--- config.mk ---
export PLATFORM = sky130hd
export DESIGN_NAME = rcf_top
export DESIGN_NICKNAME = d
export VERILOG_FILES = /design/src/design/rcf_pkg.sv /design/src/design/rcf_prescale.sv /design/src/design/rcf_top.sv
export VERILOG_INCLUDE_DIRS = /design/src /design/src/design
export SDC_FILE = /design/constraint.sdc
export NUM_CORES = 1
export LEC_CHECK = 0
export ABC_AREA = 1
export BUFFER_PORTS_ARGS = -buffer_cell sky130_fd_sc_hd__buf_2
export CELL_PAD_IN_SITES_DETAIL_PLACEMENT = 0
export CELL_PAD_IN_SITES_GLOBAL_PLACEMENT = 1
export CORE_ASPECT_RATIO = 0.7
export CORE_UTILIZATION = 46
export CTS_CLUSTER_SIZE = 25
export DETAILED_ROUTE_END_ITERATION = 12
export PLACE_DENSITY = 0.82
export SLEW_MARGIN = 25
export SYNTH_ARGS = -nofsm -noshare
export SYNTH_HDL_FRONTEND = slang
export SYNTH_HIERARCHICAL = 1
export SYNTH_SLANG_ARGS = --single-unit
--- constraint.sdc ---
create_clock -name clk_i -period 2.05 [get_ports clk_i]
set_input_delay 0.615 -clock clk_i [delete_from_list [all_inputs] [get_ports clk_i]]
set_output_delay 0.615 -clock clk_i [all_outputs]
set_load 0.01 [all_outputs]
--- src/design/rcf_map.svh ---
`ifndef RCF_MAP_SVH
`define RCF_MAP_SVH

// Register addresses on the serial register port.
`define RCF_ADDR_OPTIONS      4'hD
`define RCF_ADDR_FLAGS        4'hE
`define RCF_ADDR_CONTROL      4'hF

// Option register fields.
`define RCF_OPT_TEST_BIT      7
`define RCF_OPT_ALARM_SEL_BIT 6
`define RCF_OPT_UPD_SEL_BIT   5
`define RCF_OPT_CNT_EN_BIT    4
`define RCF_OPT_SRC_HI_BIT    1
`define RCF_OPT_SRC_LO_BIT    0
`define RCF_OPT_RESET_VAL     8'h00
`define RCF_OPT_RW_MASK       8'hF3

// Flag register fields.
`define RCF_FLG_UPDATE_BIT    5
`define RCF_FLG_TIMER_BIT     4
`define RCF_FLG_ALARM_BIT     3
`define RCF_FLG_LOSS_BIT      1
`define RCF_FLG_RESET_VAL     8'h02
`define RCF_FLG_READ_MASK     8'h3A

// Control register fields (stop and counter reset).
`define RCF_CTL_HALT_BIT      1
`define RCF_CTL_CLEAR_BIT     0
`define RCF_CTL_RESET_VAL     8'h00

// Divider: a 4096 Hz tick from 250 MHz, 12 binary stages to 1 Hz.
`define RCF_CLK_HZ            250000000
`define RCF_BASE_HZ           4096
`define RCF_BASE_CYCLES       (`RCF_CLK_HZ / `RCF_BASE_HZ)
`define RCF_DIV_STAGES        12
`define RCF_TAP_64HZ          5

`endif

--- src/design/rcf_pkg.sv ---
package rcf_pkg;

    typedef enum logic [1:0] {
        RCF_SRC_4096HZ,
        RCF_SRC_64HZ,
        RCF_SRC_SECOND,
        RCF_SRC_MINUTE
    } rcf_src_t;

    typedef enum logic {
        RCF_ALARM_WEEKDAY,
        RCF_ALARM_DATE
    } rcf_alarm_t;

endpackage

--- src/design/rcf_prescale.sv ---
`timescale 1ns/1ps
`default_nettype none
`include "rcf_map.svh"

module rcf_prescale
    import rcf_pkg::*;
(
    // Clock and reset.
    input  wire logic clk_i,
    input  wire logic arst_n_i,
    // Control.
    input  wire logic hold_i,
    // Ticks.
    output logic      tick_4096_o,
    output logic      tick_64_o,
    output logic      tick_1_o
);

    logic [17:0]                   base_reg;
    logic [`RCF_DIV_STAGES-1:0]    div_reg;
    logic                          base_tick;

    assign base_tick = (base_reg == 18'(`RCF_BASE_CYCLES - 1));

    always_ff @(posedge clk_i or negedge arst_n_i) begin
        if (!arst_n_i) begin
            base_reg <= 18'h00000;
        end else if (base_tick) begin
            base_reg <= 18'h00000;
        end else begin
            base_reg <= base_reg + 18'h00001;
        end
    end

    // Stages from 2048 Hz down to 1 Hz are held cleared while hold_i is high.
    always_ff @(posedge clk_i or negedge arst_n_i) begin
        if (!arst_n_i) begin
            div_reg <= '0;
        end else if (hold_i) begin
            div_reg <= '0;
        end else if (base_tick) begin
            div_reg <= div_reg + 12'h001;
        end
    end

    always_ff @(posedge clk_i or negedge arst_n_i) begin
        if (!arst_n_i) begin
            tick_4096_o <= 1'b0;
            tick_64_o   <= 1'b0;
            tick_1_o    <= 1'b0;
        end else begin
            tick_4096_o <= base_tick;
            tick_64_o   <= base_tick && !hold_i && (&div_reg[`RCF_TAP_64HZ:0]);
            tick_1_o    <= base_tick && !hold_i && (&div_reg);
        end
    end

endmodule
`default_nettype wire

--- src/design/rcf_top.sv ---
`timescale 1ns/1ps
`default_nettype none
`include "rcf_map.svh"

module rcf_top
    import rcf_pkg::*;
(
    // Clock and reset.
    input  wire logic       clk_i,
    input  wire logic       arst_n_i,
    // Register port from the serial protocol engine.
    input  wire logic       reg_wr_i,
    input  wire logic [3:0] reg_addr_i,
    input  wire logic [7:0] reg_wdata_i,
    output logic      [7:0] reg_rdata_o,
    // Bus conditions from the serial protocol engine.
    input  wire logic       bus_stop_i,
    input  wire logic       bus_restart_i,
    input  wire logic       bus_timeout_i,
    input  wire logic       timeout_active_i,
    // Event strobes from the counter, alarm and countdown blocks.
    input  wire logic       minute_carry_i,
    input  wire logic       alarm_match_i,
    input  wire logic       countdown_done_i,
    input  wire logic       data_loss_i,
    // Controls to the neighbouring blocks.
    output logic            count_run_o,
    output logic            second_tick_o,
    output logic            countdown_tick_o,
    output logic            countdown_load_o,
    output logic            countdown_run_o,
    output logic            alarm_date_o,
    output logic            update_event_o,
    output logic            test_mode_o
);

    logic [7:0] opt_reg;
    logic [7:0] flag_reg;
    logic       halt_reg;
    logic       clear_reg;
    logic       upd_flag_reg;
    logic       cnt_flag_reg;
    logic       alm_flag_reg;
    logic       loss_flag_reg;
    logic       loss_sync_reg;
    logic       loss_meta_reg;
    logic       tick_4096;
    logic       tick_64;
    logic       tick_1;
    logic       wr_opt;
    logic       wr_flg;
    logic       wr_ctl;
    logic       bus_event;
    logic       stopped;
    logic       sec_evt;
    logic       upd_evt;
    logic       alm_evt;
    logic       src_tick;
    rcf_src_t   src;

    function automatic logic hit(input logic [3:0] a, input logic [3:0] want);
        hit = reg_wr_i && (a == want);
    endfunction

    assign wr_opt    = hit(reg_addr_i, `RCF_ADDR_OPTIONS);
    assign wr_flg    = hit(reg_addr_i, `RCF_ADDR_FLAGS);
    assign wr_ctl    = hit(reg_addr_i, `RCF_ADDR_CONTROL);
    assign bus_event = bus_stop_i || bus_restart_i;
    assign stopped   = halt_reg || clear_reg;
    assign src       = rcf_src_t'({opt_reg[`RCF_OPT_SRC_HI_BIT], opt_reg[`RCF_OPT_SRC_LO_BIT]});

    rcf_prescale u_prescale (
        .clk_i       (clk_i),
        .arst_n_i    (arst_n_i),
        .hold_i      (clear_reg),
        .tick_4096_o (tick_4096),
        .tick_64_o   (tick_64),
        .tick_1_o    (tick_1)
    );

    // Second and alarm events vanish while counting is stopped.
    assign sec_evt = tick_1 && !stopped;
    assign alm_evt = alarm_match_i && !stopped;
    assign upd_evt = opt_reg[`RCF_OPT_UPD_SEL_BIT] ? (minute_carry_i && !stopped)
                                                   : sec_evt;

    // Only the 4096 Hz source keeps running while counting is stopped.
    always_comb begin
        unique case (src)
            RCF_SRC_4096HZ: src_tick = tick_4096;
            RCF_SRC_64HZ:   src_tick = tick_64 && !stopped;
            RCF_SRC_SECOND: src_tick = sec_evt;
            RCF_SRC_MINUTE: src_tick = minute_carry_i && !stopped;
        endcase
    end

    // Stop and counter-reset control bits.
    always_ff @(posedge clk_i or negedge arst_n_i) begin
        if (!arst_n_i) begin
            halt_reg  <= 1'(`RCF_CTL_RESET_VAL >> `RCF_CTL_HALT_BIT);
            clear_reg <= 1'b0;
        end else begin
            if (wr_ctl) begin
                halt_reg <= reg_wdata_i[`RCF_CTL_HALT_BIT];
            end
            if (timeout_active_i && bus_event) begin
                clear_reg <= 1'b0;
            end else if (wr_ctl) begin
                clear_reg <= reg_wdata_i[`RCF_CTL_CLEAR_BIT];
            end
        end
    end

    // Option register with test-bit safety clear.
    always_ff @(posedge clk_i or negedge arst_n_i) begin
        if (!arst_n_i) begin
            opt_reg <= `RCF_OPT_RESET_VAL;
        end else begin
            if (wr_opt) begin
                opt_reg <= reg_wdata_i & `RCF_OPT_RW_MASK;
            end
            if (bus_event || bus_timeout_i) begin
                opt_reg[`RCF_OPT_TEST_BIT] <= 1'b0;
            end
        end
    end

    // Data-loss input is asynchronous to the clock.
    always_ff @(posedge clk_i or negedge arst_n_i) begin
        if (!arst_n_i) begin
            loss_meta_reg <= 1'b0;
            loss_sync_reg <= 1'b0;
        end else begin
            loss_meta_reg <= data_loss_i;
            loss_sync_reg <= loss_meta_reg;
        end
    end

    // Sticky flags: an event in the clearing cycle wins.
    always_ff @(posedge clk_i or negedge arst_n_i) begin
        if (!arst_n_i) begin
            upd_flag_reg  <= 1'b0;
            cnt_flag_reg  <= 1'b0;
            alm_flag_reg  <= 1'b0;
            loss_flag_reg <= 1'b1;
        end else begin
            if (upd_evt) begin
                upd_flag_reg <= 1'b1;
            end else if (wr_flg && !reg_wdata_i[`RCF_FLG_UPDATE_BIT]) begin
                upd_flag_reg <= 1'b0;
            end
            if (countdown_done_i) begin
                cnt_flag_reg <= 1'b1;
            end else if (wr_flg && !reg_wdata_i[`RCF_FLG_TIMER_BIT]) begin
                cnt_flag_reg <= 1'b0;
            end
            if (alm_evt) begin
                alm_flag_reg <= 1'b1;
            end else if (wr_flg && !reg_wdata_i[`RCF_FLG_ALARM_BIT]) begin
                alm_flag_reg <= 1'b0;
            end
            if (loss_sync_reg) begin
                loss_flag_reg <= 1'b1;
            end else if (wr_flg && !reg_wdata_i[`RCF_FLG_LOSS_BIT]) begin
                loss_flag_reg <= 1'b0;
            end
        end
    end

    always_comb begin
        flag_reg = 8'h00;
        flag_reg[`RCF_FLG_UPDATE_BIT] = upd_flag_reg;
        flag_reg[`RCF_FLG_TIMER_BIT]  = cnt_flag_reg;
        flag_reg[`RCF_FLG_ALARM_BIT]  = alm_flag_reg;
        flag_reg[`RCF_FLG_LOSS_BIT]   = loss_flag_reg;
    end

    // Registered read data and outputs.
    always_ff @(posedge clk_i or negedge arst_n_i) begin
        if (!arst_n_i) begin
            reg_rdata_o <= 8'h00;
        end else begin
            unique case (reg_addr_i)
                `RCF_ADDR_OPTIONS: reg_rdata_o <= opt_reg;
                `RCF_ADDR_FLAGS:   reg_rdata_o <= flag_reg;
                `RCF_ADDR_CONTROL: reg_rdata_o <= {6'h00, halt_reg, clear_reg};
                default:           reg_rdata_o <= 8'h00;
            endcase
        end
    end

    always_ff @(posedge clk_i or negedge arst_n_i) begin
        if (!arst_n_i) begin
            count_run_o      <= 1'b0;
            second_tick_o    <= 1'b0;
            countdown_tick_o <= 1'b0;
            countdown_load_o <= 1'b0;
            countdown_run_o  <= 1'b0;
            alarm_date_o     <= 1'b0;
            update_event_o   <= 1'b0;
            test_mode_o      <= 1'b0;
        end else begin
            count_run_o      <= !stopped;
            second_tick_o    <= sec_evt;
            countdown_tick_o <= src_tick && opt_reg[`RCF_OPT_CNT_EN_BIT];
            countdown_load_o <= wr_opt && reg_wdata_i[`RCF_OPT_CNT_EN_BIT];
            countdown_run_o  <= opt_reg[`RCF_OPT_CNT_EN_BIT];
            alarm_date_o     <= opt_reg[`RCF_OPT_ALARM_SEL_BIT];
            update_event_o   <= upd_evt;
            test_mode_o      <= opt_reg[`RCF_OPT_TEST_BIT];
        end
    end

    // Checks.
    a_clear_cancel: assert property (@(posedge clk_i) disable iff (!arst_n_i)
        timeout_active_i && bus_event |=> !clear_reg)
        else $error("Counter reset not cancelled by bus condition.");
    a_test_clear: assert property (@(posedge clk_i) disable iff (!arst_n_i)
        bus_timeout_i |=> !opt_reg[`RCF_OPT_TEST_BIT])
        else $error("Test bit survived bus timeout.");
    a_frozen_tick: assert property (@(posedge clk_i) disable iff (!arst_n_i)
        stopped |-> ##1 !second_tick_o)
        else $error("Second tick while stopped.");
    a_upd_sticky: assert property (@(posedge clk_i) disable iff (!arst_n_i)
        upd_flag_reg && !(wr_flg && !reg_wdata_i[`RCF_FLG_UPDATE_BIT]) |=> upd_flag_reg)
        else $error("Update flag lost without a clear.");
    a_cnt_set: assert property (@(posedge clk_i) disable iff (!arst_n_i)
        countdown_done_i |=> cnt_flag_reg)
        else $error("Timer flag not set.");
    a_alm_set: assert property (@(posedge clk_i) disable iff (!arst_n_i)
        alm_evt |=> flag_reg[`RCF_FLG_ALARM_BIT])
        else $error("Alarm flag not set.");
    a_loss_write1: assert property (@(posedge clk_i) disable iff (!arst_n_i)
        wr_flg && reg_wdata_i[`RCF_FLG_LOSS_BIT] && loss_flag_reg |=> loss_flag_reg)
        else $error("Writing one changed the data-loss flag.");
    a_flag_zero: assert property (@(posedge clk_i) disable iff (!arst_n_i)
        (flag_reg & ~`RCF_FLG_READ_MASK) == 8'h00)
        else $error("Reserved flag bit reads nonzero.");
    a_opt_zero: assert property (@(posedge clk_i) disable iff (!arst_n_i)
        opt_reg[3:2] == 2'b00)
        else $error("Reserved option bits nonzero.");
    a_src_hold: assert property (@(posedge clk_i) disable iff (!arst_n_i)
        clear_reg && src == RCF_SRC_64HZ |-> !src_tick)
        else $error("Timer source ran during counter reset.");

endmodule
`default_nettype wire

=== Word level (Yosys, flattened, before mapping) ===
Index checks and enable logic that the tools add are counted.

* Output and inout port bits: 16
* Bits in latches: 0
* Input port bits: 23
* Memory bits (read-only): 0
* Memory bits (writable): 0
* Bits in registers: 63
* Memories: 0

* Order comparisons: 0
* Shift-type cells: 0
* Bitwise logic cells: 0
* Reduce and logical (&&, ||, !) cells: 36
* Multiply operators: 0
* Divide/modulo/power cells: 0
* Equal/unequal tests: 7
* Mux-type cells: 18
* Add/subtract/negate cells: 2

{| class="wikitable"
|+ Operators by type and width
! kind !! count
|-
| $mux W12 || 2
|-
| $pmux W8 S3 || 1
|-
| $add A18 B1 Y18 const B || 1
|-
| $eq A18 B16 Y1 const B || 1
|-
| $mux W18 || 1
|-
| $logic_and A1 B1 Y1 || 17
|-
| $reduce_bool A2 Y1 || 7
|-
| $add A12 B1 Y12 const B || 1
|-
| $eq A4 B4 Y1 const B || 3
|-
| $mux W1 || 12
|-
| $reduce_and A12 Y1 || 1
|-
| $mux W8 || 1
|-
| $logic_not A1 Y1 || 6
|-
| $reduce_and A6 Y1 || 1
|-
| $eq A2 B2 Y1 const B || 2
|-
| $pmux W1 S4 || 1
|-
| $logic_or A1 B1 Y1 || 3
|-
| $eq A2 B1 Y1 const B || 1
|-
| $logic_not A2 Y1 || 1
|}

=== Logic depth before layout (Yosys ltp) ===
* Depth in word-level cells: 5
* Mapped depth: 10
* Gate-level depth less buffers: 10

=== By module ===
Netlist, hierarchy kept.

{| class="wikitable"
|+ By module, submodules not included
! module !! cells each !! instances !! area an instance (µm²)
|-
| rcf_prescale || 256 || 1 || 1941.9
|-
| rcf_top || 120 || 1 || 1188.6
|}

=== Least setup slack after synthesis ===
OpenSTA, ideal clock, no wires.

* Path type: register to register
* Start point: reg u_prescale.base_reg[0]
* End point: reg u_prescale.div_reg[10]
* Period minus slack after synthesis: 1390 ps
* Stages on the path, launching flop included: 11
* Setup time: 118 ps
* Path slack: 660 ps
* Arrival: 1272 ps
* Required time: 1932 ps
* Cells stage by stage: dfrtp_1 > inv_1 > ha_1 > nand2_1 > nor2_1 > nand2_2 > inv_1 > nand2_2 > buf_6 > nand3_1 > nand2_1

* Word-level cells in the longest chain between the ends: 2

{| class="wikitable"
|+ RTL lines
! item !! line !! source
|-
| from (decl) || rcf_prescale.sv:19 || <nowiki>logic [17:0] base_reg;</nowiki>
|-
| from (signal assigned) || rcf_prescale.sv:31 || <nowiki>base_reg <= base_reg + 18'h00001;</nowiki>
|-
| $eq A18 B16 Y1 || rcf_prescale.sv:23 || <nowiki>assign base_tick = (base_reg == 18'(`RCF_BASE_CYCLES - 1));</nowiki>
|-
| $reduce_bool A2 Y1 (no line) || n/a ||
|-
| to (signal assigned) || rcf_prescale.sv:42 || <nowiki>div_reg <= div_reg + 12'h001;</nowiki>
|-
| to (decl) || rcf_prescale.sv:20 || <nowiki>logic [`RCF_DIV_STAGES-1:0] div_reg;</nowiki>
|}

Every way passes these cells.
A chain may end at the register's enable or synchronous reset.

=== Worst setup path in the final report ===
* Start point: reg u_prescale.base_reg[0]
* End point: reg u_prescale.base_reg[12]

* Word-level cells in the longest chain between the ends: 2
* Elaborated cells between the ends (all ways): 3

{| class="wikitable"
|+ RTL lines
! item !! line !! source
|-
| $add A18 B1 Y18 / $eq A18 B16 Y1 (equally long branches) || rcf_prescale.sv:31, rcf_prescale.sv:23 ||
|-
| $mux W18 (*) || rcf_prescale.sv:28 || <nowiki>end else if (base_tick) begin</nowiki>
|}

Mark *: on every way between the ends. The rest lies on a longest branch, timed or not.

==> flow_metrics.py <==
metrics = {
    "outcome": {
        "status": "complete, no violations",
    },
    "clock_network": {
        "ctsResizeCount": 0,
        "h-tree-depth": 3,
        "clock-root-buffer": "clkbuf_8",
        "post_cts_buffers": 0,
        "cts_buffer_depth": 2,
        "clk_latency_ps": 350,
        "clock_sinks": 62,
        "postCtsHoldBufs": 0,
        "clkTransAtPathRegs_ps": 70,
        "cts_tree": "built",
        "numCtsBuffers": 9,
    },
    "floorplanning": {
        "num_rows": 24,
        "ios": 39,
        "die_x_um": 101,
        "die_h_um": 71.0,
        "start_util_pct": 48.9,
        "core_area_sq_um": 6400,
        "die_area_sq_um": 7140,
    },
    "layout": {
        "largest_register_ffs": 18,
        "drive_gt1_share_pct": 20.5,
        "fillers": 611,
        "syn2layout_area_growth_pct": 15.3,
        "post-route-util_pct": 56.4,
        "diodes": 0,
        "fin_nets": 446,
        "design_area_sq_um": 3610,
    },
    "synth": {
        "synth_top_cell_by_area": "dfrtp_1",
        "synth_top_area_share_pct": 48.8,
        "yosysSeqAreaShare_pct": 49.6,
        "syn_area_sq_um": 3130,
        "synth_area_leaders": "dfrtp_1 (49%), nand2_1 (12%), nand3_1 (6.6%), inv_1 (5.4%), nor2_1 (5.3%)",
        "synth.distinct_cells": 33,
        "synth_cells": 376,
        "avgSynthCellArea_sq_um": 8.33,
        "syn-num-nets": 402,
        "ys_ff_latch": 62,
        "synth_warnings": 6,
    },
    "job": {
        "max_cap_violations": 0,
    },
    "global_route": {
        "grt_usage_pct": 20.3,
        "overflow": 0,
        "antenna_found_initial": 0,
        "grt_first_pass_wirelength_um": 11000,
        "grt_pass1_vias": 2320,
        "grt_max_degree": 24,
    },
    "timing": {
        "hold_viol_final": 0,
        "tightestPinTransition_ps": 588,
        "finalSetupTns_ps": 0,
        "setup_ws_ps": 498,
        "setup_viol": 0,
        "relSlewSlack_pct": 60.8,
        "slew_violations": 0,
        "fin_crit_ps": 1550,
        "fmax_ghz": 0.645,
        "clock_skew_ps": 9.22,
        "rsz0062_at_grt": "false",
        "layout_worst_path_cycle_share_pct": 75.7,
    },
    "critical_path": {
        "crit_fanout": 18,
        "reg2reg_slack_ps": 500,
        "end_kind": "register",
        "crit_chain": "inv_1 > ha_1 > nand2_1 > nor2_1 > nand2_2 > nor2_8 > nor2_1 > nand2_1 > inv_1",
        "critPathKind": "reg2reg",
        "crit_required_ps": 2290,
        "crit_path_max_incr_delay_ps": 410,
        "cp_num_buf_inv": 2,
        "crit_family": "simple AND/OR/NAND/NOR gates",
        "slowest_stage": "dfrtp_1",
        "crit_path_start_kind": "register",
        "crit_arrival_ps": 1790,
    },
    "hold_path": {
        "min_path_type": "in2async",
    },
    "place": {
        "io_buffers": 36,
        "postPlaceCellArea_sq_um": 3410,
        "dp_hpwl_um": 4620,
        "gp_congestion": 0.750,
        "pre_cts_ws_ps": 502,
    },
    "drt": {
        "wire_per_inst_um": 12.2,
        "vias": 2458,
        "wl_um": 6290,
        "antenna_left": 0,
        "via_per_inst": 4.76,
        "drtPass1Iterations": 4,
        "first_iter_violations": 126,
        "drc": 0,
    },
    "power_and_ir_drop": {
        "peakVddDrop_v": 0.000419,
        "powerDensity_nw_per_um2": 715,
        "power_leakage_nw": 1.87,
    },
}
-- synthesized netlist by cell type, drive strengths merged --
library cell and n:
dfstp 1, nand4 15, clkbuf 2, nor3b 2, nand2 104, xor2 8, nor3 6, conb 1
xnor2 1, nand3 42, o21ai 13, inv 50, nor4 1, buf 4, a21oi 3, ha 3
nand3b 3, nor2 56, dfrtp 61
-- metrics by stage --
step	total power [mW]	hold WS, ps	instances
2_1_floorplan	1.43	319	376
3_3_place_gp	1.53	334	500
3_5_place_dp	1.53	342	500
4_1_cts	2.62	273	516
5_1_grt	2.70	290	516
6_report	2.58	260	516
-- path summary, 6_finish.rpt --
path / depth (start not counted) / start / end
setup / recovery: 9 / u_prescale/base_reg[0] / u_prescale/base_reg[12]
hold / removal: 1 / arst_n_i / reg_rdata_o[3]
setup reg to reg: 9 / u_prescale/base_reg[0] / u_prescale/base_reg[12]
hold reg to reg: 0 / loss_meta_reg / loss_sync_reg
max in group asynchronous: 2 / arst_n_i / u_prescale/base_reg[17]
min in group clk_i: 0 / loss_meta_reg / loss_sync_reg
-- cell families after synthesis --
kind of cell | Yosys count | synth area share, %
xor gates and xnor gates | 9 | 2.52
and+or+nand+nor | 229 | 35.5
buffers and inverters | 56 | 7.99
DFF | 62 | 49.6
AOI/OAI and AO/OA | 16 | 3.04
adders and majority gates | 3 | 1.20
other | 1 | 0.120
-- routing by layer --
| layer | routed length, um | global-route usage, % | vias to the layer above |
|---|---|---|---|
| met5 | 0 | 0 | - |
| met3 | 263 | 5.43 | 11 |
| li1 | - | - | 1275 |
| met4 | 116 | 9.18 | 0 |
| met1 | 3510 | 30.0 | 1128 |
| met2 | 2400 | 27.5 | 44 |
-- final cells by class --
cell class / instances / area [sq um] / share of cell area, %
Tap cell: 91 / 114 / 3.16
Sequential cell: 62 / 1550 / 43.0
Timing Repair Buffer: 39 / 228 / 6.31
Multi-Input combinational cell: 258 / 1330 / 36.8
Clock buffer: 10 / 128 / 3.54
Inverter: 50 / 188 / 5.20
Clock inverter: 6 / 71.3 / 1.98
-- placed cells by master, fill, tap and decap left out, types with 2 or more instances in the layout --
master       n
clkbuf_8     9
nor2_2       5
nand2_4      2
dfrtp_1     61
nand2_1     96
o21ai_0      7
nand4_1     14
o21ai_2      4
ha_1         3
buf_2       36
nor2_1      44
nand2_2      6
o21ai_1      2
nor3_1       5
clkinv_4     2
inv_2        5
nand3b_1     3
buf_12       2
nand3_1     41
clkinvlp_4   2
xor2_1       8
inv_1       45
nor3b_1      2
nor2_4       6
a21oi_1      3
-- report_power, final --
part	internal, mW	total (mW)	switching [mW]
logic	0.0738	0.195	0.121
registers	1.28	1.31	0.0342
clock network	0.569	1.08	0.506
(Power assumes the default switching activity.)
